==> src/fzv_consts.vh <==
// constants for the flame zone voting controller
// assumes a 10 MHz aclk and a 32-bit AXI4-Lite register port
`ifndef FZV_CONSTS_VH
`define FZV_CONSTS_VH
// ----------------------------------------
// register map
// ----------------------------------------
`define FZV_ADDR_CFG 4'h0
`define FZV_ADDR_STAT 4'h4
`define FZV_ADDR_WDOG 4'h8
`define FZV_CFG_RESET 32'h0000_0108
`define FZV_CFG_DET 3:0
`define FZV_CFG_LATCH 4
`define FZV_CFG_COMMON 5
`define FZV_CFG_VA2 6
`define FZV_CFG_VB2 7
`define FZV_CFG_VCOM 10:8
`define FZV_CFG_CHAIN 11
`define FZV_CFG_MASTER 12
`define FZV_CFG_WDEN 13
`define FZV_RESP_OK 2'h0
`define FZV_RESP_ERR 2'h2
// ----------------------------------------
// display codes and bus count limit
// ----------------------------------------
`define FZV_ST_BLANK 4'hF
`define FZV_ZN_BLANK 8'hFF
`define FZV_BUS_MAX 7'h40
// ----------------------------------------
// timing
// ----------------------------------------
`define FZV_CLK_KHZ 10000
`define FZV_BLINK_MS 500
`define FZV_WDOG_MS 1000
`define FZV_RATE_MS 1000
`endif

==> src/fzv_sync.v <==
// two-stage synchroniser for a bundle of pins
// assumes each bit is an independent level
`timescale 1ns/100ps
module fzv_sync #(
   parameter W = 8,
   parameter [W-1:0] INIT = {W{1'b0}}
) (
   input wire aclk,
   input wire aresetn,
   input wire [W-1:0] din,
   output reg [W-1:0] dout
);
   reg [W-1:0] meta;
   // ----------------------------------------
   // first stage feeds only the second
   // ----------------------------------------
   always @(posedge aclk) begin
      if (!aresetn) begin
         // reset to each pin's idle level, so no false event follows reset
         meta <= INIT;
         dout <= INIT;
      end else begin
         meta <= din;
         dout <= meta;
      end
   end
endmodule // fzv_sync

==> src/fzv_top.v <==
// flame zone voting controller core with AXI4-Lite registers
// assumes qualified fire levels per zone from detector logic
`timescale 1ns/100ps
`include "fzv_consts.vh"
module fzv_top #(
   parameter BLINK_HALF = `FZV_BLINK_MS * `FZV_CLK_KHZ,
   parameter WDOG_CYC = `FZV_WDOG_MS * `FZV_CLK_KHZ,
   parameter RATE_CYC = `FZV_RATE_MS * `FZV_CLK_KHZ
) (
   input wire aclk,
   input wire aresetn,
   input wire [3:0] s_axi_awaddr,
   input wire s_axi_awvalid,
   output reg s_axi_awready,
   input wire [31:0] s_axi_wdata,
   input wire [3:0] s_axi_wstrb,
   input wire s_axi_wvalid,
   output reg s_axi_wready,
   output reg [1:0] s_axi_bresp,
   output reg s_axi_bvalid,
   input wire s_axi_bready,
   input wire [3:0] s_axi_araddr,
   input wire s_axi_arvalid,
   output reg s_axi_arready,
   output reg [31:0] s_axi_rdata,
   output reg [1:0] s_axi_rresp,
   output reg s_axi_rvalid,
   input wire s_axi_rready,
   input wire [7:0] fire_in,
   input wire [7:0] response_in,
   input wire [7:0] optical_selftest,
   input wire supply_low,
   input wire supply_high,
   input wire key_reset,
   input wire key_test,
   input wire remote_inhibit_n,
   input wire remote_accept_n,
   input wire select_button,
   input wire accept_button,
   input wire lamp_check_button,
   input wire [7:0] bus_in,
   output reg [7:0] bus_out,
   output reg [7:0] zone_out,
   output reg [7:0] zone_indicator,
   output reg logic_a,
   output reg logic_b,
   output reg alarm_out,
   output reg fault_out,
   output reg fault_indicator,
   output reg inhibit_out,
   output reg [3:0] status_code,
   output reg [7:0] zone_disp
);
   // ----------------------------------------
   // input synchronisation
   // ----------------------------------------
   wire [40:0] pins_s;
   fzv_sync #(.W(41), .INIT(41'h00030000000)) u_sync (
      .aclk(aclk),
      .aresetn(aresetn),
      .din({bus_in, lamp_check_button, accept_button, select_button,
            remote_accept_n, remote_inhibit_n, key_test, key_reset,
            supply_high, supply_low, optical_selftest, response_in, fire_in}),
      .dout(pins_s)
   );
   wire [7:0] fire_s = pins_s[7:0], resp_s = pins_s[15:8], oit_s = pins_s[23:16];
   wire low_s = pins_s[24], high_s = pins_s[25], krst_s = pins_s[26], ktst_s = pins_s[27], lamp_s = pins_s[32];
   wire rinh_s = ~pins_s[28], racc_s = ~pins_s[29], sel_s = pins_s[30], acc_s = pins_s[31];
   wire [7:0] bus_s = pins_s[40:33];
   // ----------------------------------------
   // configuration and supervision state
   // ----------------------------------------
   reg [31:0] cfg;
   reg [23:0] wd_cnt, blink_cnt, win_cnt;
   reg [7:0] rate_cnt, rate, zone_hold, seen;
   reg [3:0] first_zone;
   reg [2:0] sel_zone;
   reg proc_fail, blink, ack, combo, count_mode, sel_d, acc_d, mon_d;
   wire [3:0] det_n = cfg[`FZV_CFG_DET];
   wire inh_key = krst_s | ktst_s;
   wire rst_ev = krst_s | rinh_s;
   wire inhibit = inh_key | rinh_s;
   // unused zones drop out of votes and fault checks
   wire [7:0] used;
   wire [7:0] fire_q = fire_s & used;
   wire [7:0] resp_q = resp_s & used & ~fire_s;
   wire [7:0] oit_q = oit_s & used;
   function [3:0] popc;
      input [7:0] v;
      integer k;
      begin
         popc = 4'h0;
         for (k = 0; k < 8; k = k + 1)
            popc = popc + {3'h0, v[k]};
      end
   endfunction
   function [3:0] lowest;
      input [7:0] v;
      integer k;
      begin
         lowest = 4'h0;
         for (k = 7; k >= 0; k = k - 1)
            if (v[k]) lowest = k[3:0] + 4'h1;
      end
   endfunction
   // ----------------------------------------
   // per-zone outputs and indicators
   // ----------------------------------------
   wire [7:0] next_hold, next_ind;
   genvar g;
   generate
      for (g = 0; g < 8; g = g + 1) begin : g_zone
         assign used[g] = (det_n > g);
         // latching keeps the zone until reset
         assign next_hold[g] = rst_ev ? fire_q[g] :
            (cfg[`FZV_CFG_LATCH] ? (zone_hold[g] | fire_q[g]) : fire_q[g]);
         // blink while responding, steady once quiet
         assign next_ind[g] = lamp_s | (fire_q[g] ? blink :
            (seen[g] ? 1'b1 : (resp_q[g] & blink)));
      end
   endgenerate

   // ----------------------------------------
   // voting
   // ----------------------------------------
   wire [3:0] cnt_a = popc({4'h0, zone_hold[3:0]});
   wire [3:0] cnt_b = popc({4'h0, zone_hold[7:4]});
   wire [3:0] cnt_all = popc(zone_hold);
   wire from_up = cfg[`FZV_CFG_CHAIN] & ~cfg[`FZV_CFG_MASTER];
   // upstream word is a 7-bit zone count with even parity on top
   wire [6:0] up_cnt = from_up ? bus_s[6:0] : 7'h00;
   wire [6:0] total = up_cnt + {3'h0, cnt_all};
   wire [2:0] vcom = cfg[`FZV_CFG_VCOM];
   wire [2:0] vmin = (vcom == 3'h0) ? 3'h1 : vcom;
   wire [3:0] min_a = cfg[`FZV_CFG_VA2] ? 4'h2 : 4'h1;
   wire [3:0] min_b = cfg[`FZV_CFG_VB2] ? 4'h2 : 4'h1;
   wire vote_a = ~cfg[`FZV_CFG_COMMON] & (cnt_a >= min_a);
   wire vote_b = cfg[`FZV_CFG_COMMON] ? (total >= {4'h0, vmin}) : (cnt_b >= min_b);
   // parity and range check stand in for the bus wiring test
   wire bus_fault = from_up & ((^bus_s) | (bus_s[6:0] > `FZV_BUS_MAX));

   // ----------------------------------------
   // fault and status selection
   // ----------------------------------------
   wire any_fault = (|oit_q) | low_s | high_s | bus_fault | proc_fail;
   wire any_fire = |zone_hold;
   reg [3:0] next_st;
   reg [7:0] next_zn;
   always @* begin
      next_st = `FZV_ST_BLANK;
      next_zn = `FZV_ZN_BLANK;
      if (proc_fail) begin
         next_st = `FZV_ST_BLANK;
      end else if (rst_ev) begin
         next_st = 4'h0;
         next_zn = 8'h00;
      end else if (ktst_s & count_mode) begin
         next_st = 4'h8;
         next_zn = rate;
      end else if (ktst_s) begin
         next_st = 4'h1;
         next_zn = {5'h00, sel_zone} + 8'h01;
      end else if (first_zone != 4'h0) begin
         next_st = 4'h6;
         next_zn = {4'h0, first_zone};
      end else if (|oit_q) begin
         next_st = 4'h2;
         next_zn = {4'h0, lowest(oit_q)};
      end else if (low_s) begin
         next_st = 4'h4;
      end else if (high_s) begin
         next_st = 4'h5;
      end else if (bus_fault) begin
         next_st = 4'h7;
      end else if (|resp_q) begin
         next_st = 4'h3;
      end
   end

   // ----------------------------------------
   // zone, alarm and panel state
   // ----------------------------------------
   wire sel_rise = sel_s & ~sel_d;
   wire acc_rise = acc_s & ~acc_d;
   wire mon = fire_q[sel_zone] | resp_s[sel_zone];
   wire [2:0] sel_last = det_n[2:0] - 3'h1;
   always @(posedge aclk) begin
      if (!aresetn) begin
         zone_hold <= 8'h00;
         seen <= 8'h00;
         first_zone <= 4'h0;
         ack <= 1'b0;
         sel_zone <= 3'h0;
         combo <= 1'b0;
         count_mode <= 1'b0;
         sel_d <= 1'b0;
         acc_d <= 1'b0;
         mon_d <= 1'b0;
         blink_cnt <= 24'h000000;
         blink <= 1'b0;
         win_cnt <= 24'h000000;
         rate_cnt <= 8'h00;
         rate <= 8'h00;
      end else begin
         sel_d <= sel_s;
         acc_d <= acc_s;
         mon_d <= mon;
         zone_hold <= next_hold;
         seen <= rst_ev ? 8'h00 : ((seen | zone_hold) & ~fire_q);
         if (rst_ev)
            first_zone <= 4'h0;
         else if ((first_zone == 4'h0) && (|fire_q))
            first_zone <= lowest(fire_q);
         // accept wins over a reset in the same cycle
         if (any_fire & ~ktst_s & (racc_s | acc_rise))
            ack <= 1'b1;
         else if (rst_ev | ~any_fire)
            ack <= 1'b0;
         if (!ktst_s) begin
            combo <= 1'b0;
            count_mode <= 1'b0;
         end else if (sel_s & acc_s) begin
            combo <= 1'b1;
         end else if (combo & ~sel_s & ~acc_s) begin
            combo <= 1'b0;
            count_mode <= 1'b1;
         end else if (sel_rise & ~acc_s & ~combo) begin
            sel_zone <= (sel_zone >= sel_last) ? 3'h0 : sel_zone + 3'h1;
         end
         blink_cnt <= (blink_cnt >= BLINK_HALF - 1) ? 24'h000000 : blink_cnt + 24'h000001;
         if (blink_cnt >= BLINK_HALF - 1)
            blink <= ~blink;
         // rate saturates rather than wrap in a busy zone
         if (win_cnt >= RATE_CYC - 1) begin
            win_cnt <= 24'h000000;
            rate <= rate_cnt;
            rate_cnt <= 8'h00;
         end else begin
            win_cnt <= win_cnt + 24'h000001;
            if (mon & ~mon_d & (rate_cnt != 8'hFF))
               rate_cnt <= rate_cnt + 8'h01;
         end
      end
   end

   // ----------------------------------------
   // registered outputs
   // ----------------------------------------
   always @(posedge aclk) begin
      if (!aresetn) begin
         zone_out <= 8'h00;
         zone_indicator <= 8'h00;
         logic_a <= 1'b0;
         logic_b <= 1'b0;
         alarm_out <= 1'b0;
         fault_out <= 1'b0;
         fault_indicator <= 1'b0;
         inhibit_out <= 1'b0;
         status_code <= `FZV_ST_BLANK;
         zone_disp <= `FZV_ZN_BLANK;
         bus_out <= 8'h00;
      end else begin
         zone_out <= inhibit ? 8'h00 : zone_hold;
         zone_indicator <= next_ind;
         logic_a <= vote_a & ~inhibit;
         logic_b <= vote_b & ~inhibit;
         alarm_out <= any_fire & ~ack & ~inhibit;
         fault_out <= ~any_fault;
         fault_indicator <= any_fault | inh_key | lamp_s;
         inhibit_out <= inhibit;
         status_code <= lamp_s ? 4'h8 : next_st;
         zone_disp <= lamp_s ? 8'h88 : next_zn;
         // alarm and fault states never ride the bus
         bus_out <= {^total, total};
      end
   end
   // ----------------------------------------
   // supervisory timer
   // ----------------------------------------
   wire wd_kick;
   always @(posedge aclk) begin
      if (!aresetn) begin
         wd_cnt <= 24'h000000;
         proc_fail <= 1'b0;
      end else if ((krst_s & lamp_s) | wd_kick | ~cfg[`FZV_CFG_WDEN]) begin
         wd_cnt <= 24'h000000;
         proc_fail <= (proc_fail & ~(krst_s & lamp_s)) | (cfg[`FZV_CFG_WDEN] & ~wd_kick & (wd_cnt >= WDOG_CYC - 1));
      end else if (wd_cnt >= WDOG_CYC - 1) begin
         proc_fail <= 1'b1;
      end else begin
         wd_cnt <= wd_cnt + 24'h000001;
      end
   end

   // ----------------------------------------
   // AXI4-Lite slave
   // ----------------------------------------
   reg aw_full, w_full;
   reg [3:0] aw_addr, w_strb;
   reg [31:0] w_data;
   wire do_wr = aw_full & w_full & ~s_axi_bvalid;
   assign wd_kick = do_wr & (aw_addr == `FZV_ADDR_WDOG);
   integer b;
   always @(posedge aclk) begin
      if (!aresetn) begin
         aw_full <= 1'b0;
         w_full <= 1'b0;
         aw_addr <= 4'h0;
         w_data <= 32'h00000000;
         w_strb <= 4'h0;
         s_axi_awready <= 1'b1;
         s_axi_wready <= 1'b1;
         s_axi_bvalid <= 1'b0;
         s_axi_bresp <= `FZV_RESP_OK;
         cfg <= `FZV_CFG_RESET;
      end else begin
         if (s_axi_awvalid & s_axi_awready) begin
            aw_full <= 1'b1;
            aw_addr <= s_axi_awaddr;
            s_axi_awready <= 1'b0;
         end
         if (s_axi_wvalid & s_axi_wready) begin
            w_full <= 1'b1;
            w_data <= s_axi_wdata;
            w_strb <= s_axi_wstrb;
            s_axi_wready <= 1'b0;
         end
         if (do_wr) begin
            aw_full <= 1'b0;
            w_full <= 1'b0;
            s_axi_bvalid <= 1'b1;
            s_axi_bresp <= ((aw_addr == `FZV_ADDR_CFG) || (aw_addr == `FZV_ADDR_WDOG)) ? `FZV_RESP_OK : `FZV_RESP_ERR;
            if (aw_addr == `FZV_ADDR_CFG)
               for (b = 0; b < 4; b = b + 1)
                  if (w_strb[b]) cfg[b*8 +: 8] <= w_data[b*8 +: 8];
         end
         if (s_axi_bvalid & s_axi_bready) begin
            s_axi_bvalid <= 1'b0;
            s_axi_awready <= 1'b1;
            s_axi_wready <= 1'b1;
         end
      end
   end
   always @(posedge aclk) begin
      if (!aresetn) begin
         s_axi_arready <= 1'b1;
         s_axi_rvalid <= 1'b0;
         s_axi_rdata <= 32'h00000000;
         s_axi_rresp <= `FZV_RESP_OK;
      end else if (s_axi_arvalid & s_axi_arready) begin
         s_axi_arready <= 1'b0;
         s_axi_rvalid <= 1'b1;
         s_axi_rresp <= `FZV_RESP_OK;
         if (s_axi_araddr == `FZV_ADDR_CFG) begin
            s_axi_rdata <= cfg;
         end else if (s_axi_araddr == `FZV_ADDR_STAT) begin
            s_axi_rdata <= {6'h00, proc_fail, inhibit_out, alarm_out, logic_b, logic_a,
                            zone_out, fault_out, zone_disp, status_code};
         end else if (s_axi_araddr == `FZV_ADDR_WDOG) begin
            s_axi_rdata <= {8'h00, wd_cnt};
         end else begin
            s_axi_rdata <= 32'h00000000;
            s_axi_rresp <= `FZV_RESP_ERR;
         end
      end else if (s_axi_rvalid & s_axi_rready) begin
         s_axi_rvalid <= 1'b0;
         s_axi_arready <= 1'b1;
      end
   end
endmodule // fzv_top

==> config.mk <==
export PLATFORM = sky130hd
export DESIGN_NAME = fzv_top
export DESIGN_NICKNAME = d
export VERILOG_FILES = /design/src/fzv_sync.v /design/src/fzv_top.v
export VERILOG_INCLUDE_DIRS = /design/src
export SDC_FILE = /design/constraint.sdc
export NUM_CORES = 1
export LEC_CHECK = 0
export ABC_CLOCK_PERIOD_IN_PS = 5960
export BUFFER_PORTS_ARGS = -buffer_cell sky130_fd_sc_hd__buf_2
export CAP_MARGIN = 20
export CELL_PAD_IN_SITES_DETAIL_PLACEMENT = 0
export CELL_PAD_IN_SITES_GLOBAL_PLACEMENT = 1
export CORE_MARGIN = 2
export CORE_UTILIZATION = 47
export DETAILED_ROUTE_END_ITERATION = 10
export MAX_ROUTING_LAYER = met4
export PLACE_DENSITY_LB_ADDON = 0.1
export SYNTH_ARGS = -nofsm -noshare
export SYNTH_HDL_FRONTEND = slang
export SYNTH_HIERARCHICAL = 1
export SYNTH_SLANG_ARGS = --single-unit
==> constraint.sdc <==
create_clock -name aclk -period 5.96 [get_ports aclk]
set_clock_uncertainty 0.15 [all_clocks]
set_input_delay 1.192 -clock aclk [delete_from_list [all_inputs] [get_ports aclk]]
set_output_delay 1.192 -clock aclk [all_outputs]
set_load 0.01 [all_outputs]
Yosys cells after proc, flatten, opt, wreduce, memory -nomap -nowiden
Cells that the tools add are included.
{"block": "totals", "reg_bits": 358, "elab_cells": 315}
{"block": "classes", "addsub": 18, "order_cmp": 17, "n_eq_ne": 4, "mux": 93, "bitwise_logic": 102, "n_reduce_logical": 32}
{"op": "2-to-1 mux 4 bit", "n": 25}
{"op": "adder 24 x 1 -> 24 bit (second input constant)", "n": 3}
{"op": ">= comparator 24 bit (second input constant)", "n": 2}
{"op": "2-to-1 mux 1 bit", "n": 45}
{"op": "AND 8 bit", "n": 5}
{"op": "2-to-1 mux 8 bit", "n": 5}
{"op": "AND 1 bit", "n": 39}
{"op": "2-to-1 mux 32 bit", "n": 1}
{"op": "OR 1 bit", "n": 32}
{"op": "OR reduction 8 bit", "n": 4}
{"op": "2-to-1 mux 26 bit", "n": 1}
{"op": ">= comparator 24 x 23 -> 1 bit (second input constant)", "n": 1}
{"op": "2-to-1 mux 24 bit", "n": 1}
{"op": "inverter 1 bit", "n": 23}
{"op": "2-to-1 mux 7 bit", "n": 3}
{"op": "adder 4 x 1 -> 4 bit", "n": 4}
{"op": "greater-than comparator 4 x 3 -> 1 bit (second input constant)", "n": 4}
{"op": "inverter 8 bit", "n": 2}
{"op": "OR reduction 2 bit", "n": 7}
{"op": "logical NOT 4 bit", "n": 3}
{"op": "2-to-1 mux 2 bit", "n": 6}
{"op": "2-to-1 mux 3 bit", "n": 4}
{"op": "AND reduction 3 bit", "n": 4}
{"op": "adder 3 x 1 -> 4 bit", "n": 2}
{"op": "other kinds (29)", "n": 40}

Longest topological paths before layout
Gate-level depths: netlist of the first run.
{"block": "logic_depth", "depth_word": 17, "mapped_depth": 13, "mapped_depth_nobuf": 13}

Hierarchy
The synthesis of the first run kept the hierarchy.
{"mod": "fzv_top", "n_inst": 1, "cells_each": 1485, "area_per_inst_um2": 12348.1, "seq_area_each_um2": 5485.3}
{"mod": "fzv_sync", "n_inst": 1, "cells_each": 172, "area_per_inst_um2": 2197.1, "seq_area_each_um2": 1641.6}

Worst setup path after synthesis of the first run
OpenSTA, ideal clock, no wires.
{"block": "synth_path", "kind": "reg2reg", "startpoint": "register zone_hold[3]", "endpoint": "register bus_out[7]", "arrival_time_ns": 3.771, "setup_slack_ns": 1.968, "path_stages_with_launch": 12, "path_buffers": 0, "synth_period_minus_slack_ns": 3.992, "path_cell_list": "dfxtp_1 > fa_1 > ha_1 > fa_1 > fa_1 > fa_1 > a21o_1 > a21oi_1 > xor2_1 > xnor3_1 > xnor2_1 > mux2i_1"}
{"block": "synth_between", "elab_chain_len": 7}
{"item": "from (decl)", "line_no": "fzv_top.v:75", "rtl": "reg [7:0] rate_cnt, rate, zone_hold, seen;"}
{"item": "from (signal assigned)", "line_no": "fzv_top.v:208", "rtl": "zone_hold <= next_hold;"}
{"item": "adder 3 x 1 -> 4 bit", "line_no": "fzv_top.v:94", "rtl": "popc = popc + {3'h0, v[k]};"}
{"item": "adder 4 x 1 -> 4 bit (4 in a row)", "line_no": "fzv_top.v:94"}
{"item": "adder 7 x 4 -> 7 bit", "line_no": "fzv_top.v:132", "rtl": "wire [6:0] total = up_cnt + {3'h0, cnt_all};"}
{"item": "XOR reduction 7 bit", "line_no": "fzv_top.v:274", "rtl": "bus_out <= {^total, total};"}
{"item": "to (signal assigned)", "line_no": "fzv_top.v:274"}
{"item": "to (decl)", "line_no": "fzv_top.v:42", "rtl": "output reg [7:0] bus_out,"}
Every way passes these cells.
A chain may end at the register's enable or synchronous reset.

Worst setup path in the final report of the first run
Same ends and word-level chain as after synthesis.

==> results of run 1 <==
## cell usage in the layout, fill, tap and decap left out, types with 17 or more instances in the layout
cell type / netlist / routed
dfxtp_1: 356 / 356
nand2_1: 208 / 208
buf_2: 7 / 172
nor2_1: 163 / 163
a21oi_1: 144 / 144
and2_1: 98 / 98
nand3_1: 72 / 72
o21ai_0: 71 / 71
inv_1: 43 / 43
xor2_1: 42 / 42
clkbuf_16: 0 / 41
mux2i_1: 38 / 38
ha_1: 33 / 33
a22oi_1: 30 / 30
xnor2_1: 24 / 24
nor3_1: 20 / 19
or3_1: 18 / 18
nand2b_1: 17 / 17
## layout make-up
type	instances	area share, %
inverter	44	0.977
timing repair buffer	186	5.67
sequential	356	41.5
tap	396	2.89
clock inverter	20	2.23
multi-input combinational	1174	40.2
clock buffer	48	6.48
## state kept, by name, indices dropped and copies added, names as in the netlist, 8 cells and up
signal and flops:
blink_cnt 24, bus_out 8, cfg 32, rate 8, rate_cnt 8, s_axi_rdata 32, seen 8, u_sync/dout 41
u_sync/meta 41, w_data 32, wd_cnt 24, win_cnt 24, zone_disp 8, zone_hold 8, zone_indicator 8, zone_out 8
## routing by layer
| metal | up-vias | share of wire, % |
|---|---|---|
| li1 | 5981 | - |
| met1 | 5564 | 46 |
| met2 | 316 | 45 |
| met3 | 80 | 5.4 |
| met4 | 0 | 3.1 |
| met5 | - | 0 |
## cell families after synthesis
kind of cell | count (synthesis)
other | 1
AOI/OAI and AO/OA | 339
buffers and inverters | 129
DFF | 356
xor gates and xnor gates | 67
muxes | 38
and+or+nand+nor | 689
adders and majority gates | 38
## path summary, 6_finish.rpt
kind                                         to  cells past startpoint  slack, ns
worst min register to register  u_sync/dout[29]                      1       0.25
worst max register to register       bus_out[7]                     11       1.63
worst max-delay path                 bus_out[7]                     11       1.63
worst min-delay path            u_sync/dout[29]                      1       0.25
## worst register-to-register path, stage by stage (launching register included)
cell	delay, ns
dfxtp_1	0.41
fa_1	0.44
ha_1	0.32
fa_1	0.42
fa_1	0.50
fa_1	0.50
a21o_1	0.21
a21oi_1	0.20
xor2_1	0.25
xnor3_1	0.45
xnor2_1	0.21
mux2i_1	0.20
## stage by stage
stage	hold slack, ns	utilization (%)
3_5_place_dp	0.244	51.3
3_3_place_gp	0.244	51.3
6_report	0.255	56.3
4_1_cts	0.258	56.2
2_1_floorplan	0.236	-
5_1_grt	0.286	56.3
## power groups by stage
stage	Clock (mW)	Combinational, mW	Sequential, mW
2_1_floorplan	0	0.229	2.55
3_3_place_gp	0	0.351	2.57
3_5_place_dp	0	0.356	2.57
4_1_cts	2.81	0.358	2.52
5_1_grt	2.92	0.398	2.52
6_report	2.77	0.358	2.52
==> results.ini, run 1 <==
[power_and_ir_drop]
intPower_mw=4.40
p_leak_nw=6.84
pwr-share-comb_pct=6.3
p_switching_mw=1.25
pwr-share-seq_pct=44.6
powerDensity_nw_per_um2=329
clockPowerShare_pct=49.1
power_mw=5.64
peakVddDrop_mv=0.214
switching_share_pct=22.1

[synth]
synth_xor_area_share_pct=4.13
syn_inst=1657
yosysSeqAreaShare_pct=49.0
async_reset_ff_share_pct=0
ys_seq_elements=356
synthMuxAreaShare_pct=2.62
synth_top_area_share_pct=49.0
synth.avg_cell_area_um2=8.78
synthTopCellsByCount=dfxtp_1, nand2_1, nor2_1
synthAdderAreaFrac_pct=3.53
synth_top_family_by_area=simple AND/OR/NAND/NOR gates
synthTopCellsByArea=dfxtp_1, nand2_1, a21oi_1, and2_1, nor2_1
post-synth-top-count-cell=dfxtp_1
syn-cell-area_um2=14500
ys_warn_count=6
synth_cell_types=70
synth_top_flop_cell=dfxtp_1
synth_enable_flop_cells=0
synth_area_leader_cell=dfxtp_1
yosys.area_share.simple_pct=22.9
synth_compound_area_share_pct=14.2

[cells_and_area]
multi_input_comb_area_um2=6910
register_area_um2=7130
fin_area_um2=17200
fillers=2847
fin_cells=2224
diodes=0
drive_above_1_share_pct=14.8
syn2layout_area_growth_pct=18.0
nets=1930

[critical_path]
crit_path_start=zone_hold[3]
crit_path_cell_trace=fa_1 > ha_1 > fa_1 > fa_1 > fa_1 > a21o_1 > a21oi_1 > xor2_1 > xnor3_1 > xnor2_1 > mux2i_1
startpoint_type=register
crit_path_end_kind=register
max_stage_delay_ns=0.50
critPathRequiredTime_ns=6.25
r2r_start=zone_hold[3]
critPathMaxFanout=5
crit_arrival_ns=4.62
crit_top_cell=fa_1
cp_slowest_cell=fa_1
path_buf_inv=0
crit_type=register to register
crit_family=adder cells

[clocking]
root_buffer=clkbuf_16
postCtsHoldBufs=0
cts_setup_buffers=0
clk_path_buf_depth=3
cts_resized=0
cts_num_sinks=356
path_clk_slew_ns=0.06
numCtsBuffers=38
cts_tree=yes
cts_max_level=2
clock_latency_ns=0.52

[place]
place_area_um2=15700
io_buffers=172
dp.final_hpwl_um=26300
place_congestion=0.894
dp.cells=2155
dp_slack_ns=1.69

[detailed_routing]
drtIter0Drc=847
route.detailed.drc=0
vias_per_cell=5.37
wl_per_cell_um=16.7
final_antenna_net_count=0
drt_pass1_iterations=5
num_vias=11900
routed_wl_um=37100

[grt]
grt_pass1_vias=11100
grt_first_pass_wirelength_um=59200
met2_usage_pct=36.2
track_usage_pct=23.0
antenna_found_initial=0
use_met3_pct=3.36
grtUsageMet1_pct=30.5
top_usage_layer=met2
gr-total-overflow=0
grt_max_degree=94

[floorplanning]
die_h_um=180
die-area_um2=32400
ios=175
dieWidth_um=180
row_count=64
coreArea_um2=30500
start_util_pct=47.7

[outcome]
status=complete, no violations

[timing]
finalSetupViolCount=0
layout_setup_ws_ns=1.63
final.period_utilization_pct=72.6
finalCriticalPeriod_ns=4.33
finalMaxSlewViolations=0
worst_pin_slew_ns=0.918
hold_violations=0
max_freq_ghz=0.231
grt_setup_unrepaired=no
tns_ns=0
relSlewSlack_pct=38.2

[min_path]
min_path_type=register to register
hold_start=u_sync/meta[29]

[run]
maxCapViolCount=0

No activity file was read; power rests on OpenSTA's default activity.
==> inputs of run 2 (changes only) <==
Settings changed: ABC_AREA set to 1, ABC_CLOCK_PERIOD_IN_PS 5960 to 4200, CORE_UTILIZATION 47 to 43.
Clock period 5.96 ns to 4.2 ns, I/O delays scaled along.
==> run 2 against run 1 <==
Clock power grew 21%; cell count grew 21%; synthesized cell count grew 23%; clock-buffer cell count grew 10; first-iteration DRC count shrank 12%; area after synthesis grew 4.8%; total power grew 35%.
==> results.ini, run 2 <==
[outcome]
status=complete, no violations

[cells_and_area]
layout.cells.most_common=nand2_1
fillers=3519  ; +24%
nets=2335  ; +21%
final_cell_mix=nand2_1, dfxtp_1, inv_1
fin_area_um2=17700  ; +3.1%
diodes=0  ; unchanged
largest_registers=u_sync/dout (41), u_sync/meta (41)
drive_above_1_share_pct=12.9  ; -1.9 points
syn2layout_area_growth_pct=16.2

[detailed_routing]
final_antenna_net_count=0  ; unchanged
wl_met3_um=2080  ; +4.6%
dr_wl_met2_um=18100  ; +8.0%
drt_pass1_iterations=5  ; unchanged
vias_per_cell=4.95  ; -7.8%
route.detailed.drc=0  ; unchanged
top_layer=met4
drtIter0Drc=744  ; -12%
m1WireLength_um=20900  ; +22%
num_vias=13300  ; +11%
wl_per_cell_um=15.7  ; -5.8%
routed_wl_um=42200  ; +14%

[min_path]
min_to=u_sync/dout[22]
min_path_cells=2  ; +1
hold_start=u_sync/meta[22]
min_path_type=register to register

[grt]
grt_pass1_vias=12600  ; +13%
grt_max_degree=79  ; -16%
grt_first_pass_wirelength_um=66400  ; +12%
gr-total-overflow=0  ; unchanged
track_usage_pct=23.4  ; +0.38 points
antenna_found_initial=0  ; unchanged

[place]
io_buffers=172  ; unchanged
place_area_um2=16400  ; +5.0%
dp.final_hpwl_um=31600  ; +20%
dp_slack_ns=0.210  ; -1.48 ns
place_congestion=0.895  ; about the same

[timing]
layout_setup_ws_ns=0.231  ; -1.40 ns
final.period_utilization_pct=94.5  ; +22 points
finalSetupViolCount=0  ; unchanged
finalCriticalPeriod_ns=3.97  ; -0.358 ns
hold_violations=0  ; unchanged
worst_pin_slew_ns=0.847  ; -0.0705 ns
relSlewSlack_pct=43.4  ; +5.1 points
hold_ws_ns=0.260  ; +0.00526 ns
grt_setup_unrepaired=no
finalMaxSlewViolations=0  ; unchanged
max_freq_ghz=0.252  ; +9.0%
tns_ns=0  ; unchanged

[synth]
synth_cell_types=53  ; -24%
syn-cell-area_um2=15200  ; +4.8%
async_reset_ff_share_pct=0  ; unchanged
synth_top_area_share_pct=46.8  ; -2.2 points
yosysSeqAreaShare_pct=46.8  ; -2.2 points
ys_warn_count=6  ; unchanged
ys_seq_elements=356  ; unchanged
post-synth-top-count-cell=nand2_1
synthTopCellsByCount=nand2_1, dfxtp_1, inv_1
synth.avg_cell_area_um2=7.46  ; -15%
synth_enable_flop_cells=0  ; unchanged
synthTopCellsByArea=dfxtp_1, nand2_1, o21ai_0, inv_1, nor2_1
syn_inst=2044  ; +23%
synth_top_flop_cell=dfxtp_1
synth_area_leader_cell=dfxtp_1

[critical_path]
critPathMaxFanout=2  ; -3
r2r_slack_ns=0.23  ; -1.40 ns
timing.rr.end=logic_b
critPathRequiredTime_ns=4.45  ; -1.80 ns
r2r_cells=14  ; +3
startpoint_type=register
r2r_start=zone_hold[0]
crit_path_end_kind=register
crit_arrival_ns=4.22  ; -0.40 ns
crit_type=register to register

[floorplanning]
start_util_pct=43.9  ; -3.8 points
dieWidth_um=192  ; +6.9%
die_h_um=192  ; +6.9%
die-area_um2=37000  ; +14%
coreArea_um2=34700  ; +14%
ios=175  ; unchanged
row_count=68  ; +6.3%

[run]
maxCapViolCount=0  ; unchanged

[power_and_ir_drop]
p_leak_nw=8.05  ; +18%
peakVddDrop_mv=0.318  ; +48%
powerDensity_nw_per_um2=430  ; +31%

[clocking]
cts_tree=yes
numCtsBuffers=39  ; +2.6%
root_buffer=clkbuf_16
cts_setup_buffers=0  ; unchanged
cts_max_level=2  ; unchanged
cts_num_sinks=356  ; unchanged
clock_latency_ns=0.53  ; about the same
path_clk_slew_ns=0.06  ; about the same
clk_path_buf_depth=3  ; unchanged

==> run 2: power breakdown <==
group          switching (mW)  leakage, nW  internal [mW]
Sequential             0.0984         2.91           3.53
Combinational           0.399         4.51          0.229
Clock                    1.36        0.621           2.00
Total                    1.86         8.05           5.75
==> run 2: cells by family after synthesis <==
| kind of cell | after synthesis | share of synthesized area [%] |
|---|---|---|
| AND/OR/NAND/NOR | 823 | 22.8 |
| other | 1 | 0.0246 |
| flip-flops | 356 | 46.8 |
| adder cells (fa/ha/maj) | 38 | 3.37 |
| buffers and inverters | 358 | 9.55 |
| XOR/XNOR | 55 | 3.16 |
| AO/OA/AOI/OAI | 413 | 14.3 |
==> run 2: cell type report <==
type / count / area, um^2 / share of cell area (%)
clock inverters: 10 / 80.1 / 0.452
repair buffers: 188 / 987 / 5.58
well taps: 455 / 569 / 3.22
multi-input cells: 1332 / 6680 / 37.7
inverters: 288 / 1080 / 6.12
flip-flops and latches: 356 / 7130 / 40.3
clock buffers: 58 / 1180 / 6.66
==> run 2: routing by layer <==
| metal | vias up | GRT usage [%] |
|---|---|---|
| met2 | 319 | 35.0 |
| met3 | 70 | 3.13 |
| met4 | 0 | 6.84 |
| met1 | 6068 | 33.0 |
| li1 | 6850 | - |
| met5 | - | - |
==> run 2: through the flow <==
stage	util, %	instances	power (mW)
2_1_floorplan	-	2046	4.07
3_3_place_gp	47.3	2619	4.32
3_5_place_dp	47.3	2619	4.33
4_1_cts	51.0	2687	7.69
5_1_grt	51.0	2687	7.93
6_report	51.0	2687	7.62
==> run 2: how the worst max path moves through the flow <==
stage / from / to / slack, ns
2_1_floorplan: zone_hold[3] / logic_b / 0.32
3_3_place_gp: zone_hold[0] / logic_b / 0.19
3_5_place_dp: zone_hold[0] / logic_b / 0.21
4_1_cts: zone_hold[0] / logic_b / 0.18
5_1_grt: zone_hold[0] / logic_b / 0.01
6_report: zone_hold[0] / logic_b / 0.23
==> run 2: critical path, cell delays in order (launching register included) <==
cell     delay [ns]
dfxtp_1        0.33
fa_1           0.49
ha_1           0.32
fa_1           0.42
fa_2           0.48
fa_1           0.49
xnor2_2        0.16
inv_1          0.07
ha_1           0.31
nand2_1        0.07
o21ai_0        0.08
nor3b_1        0.19
nand3_1        0.09
o21ai_0        0.14
inv_1          0.06
==> run 2: timing repair <==
item	4_1_cts	5_1_grt
hold buffers	0	0
gates resized for setup	0	2
endpoints found under the setup margin	0	1
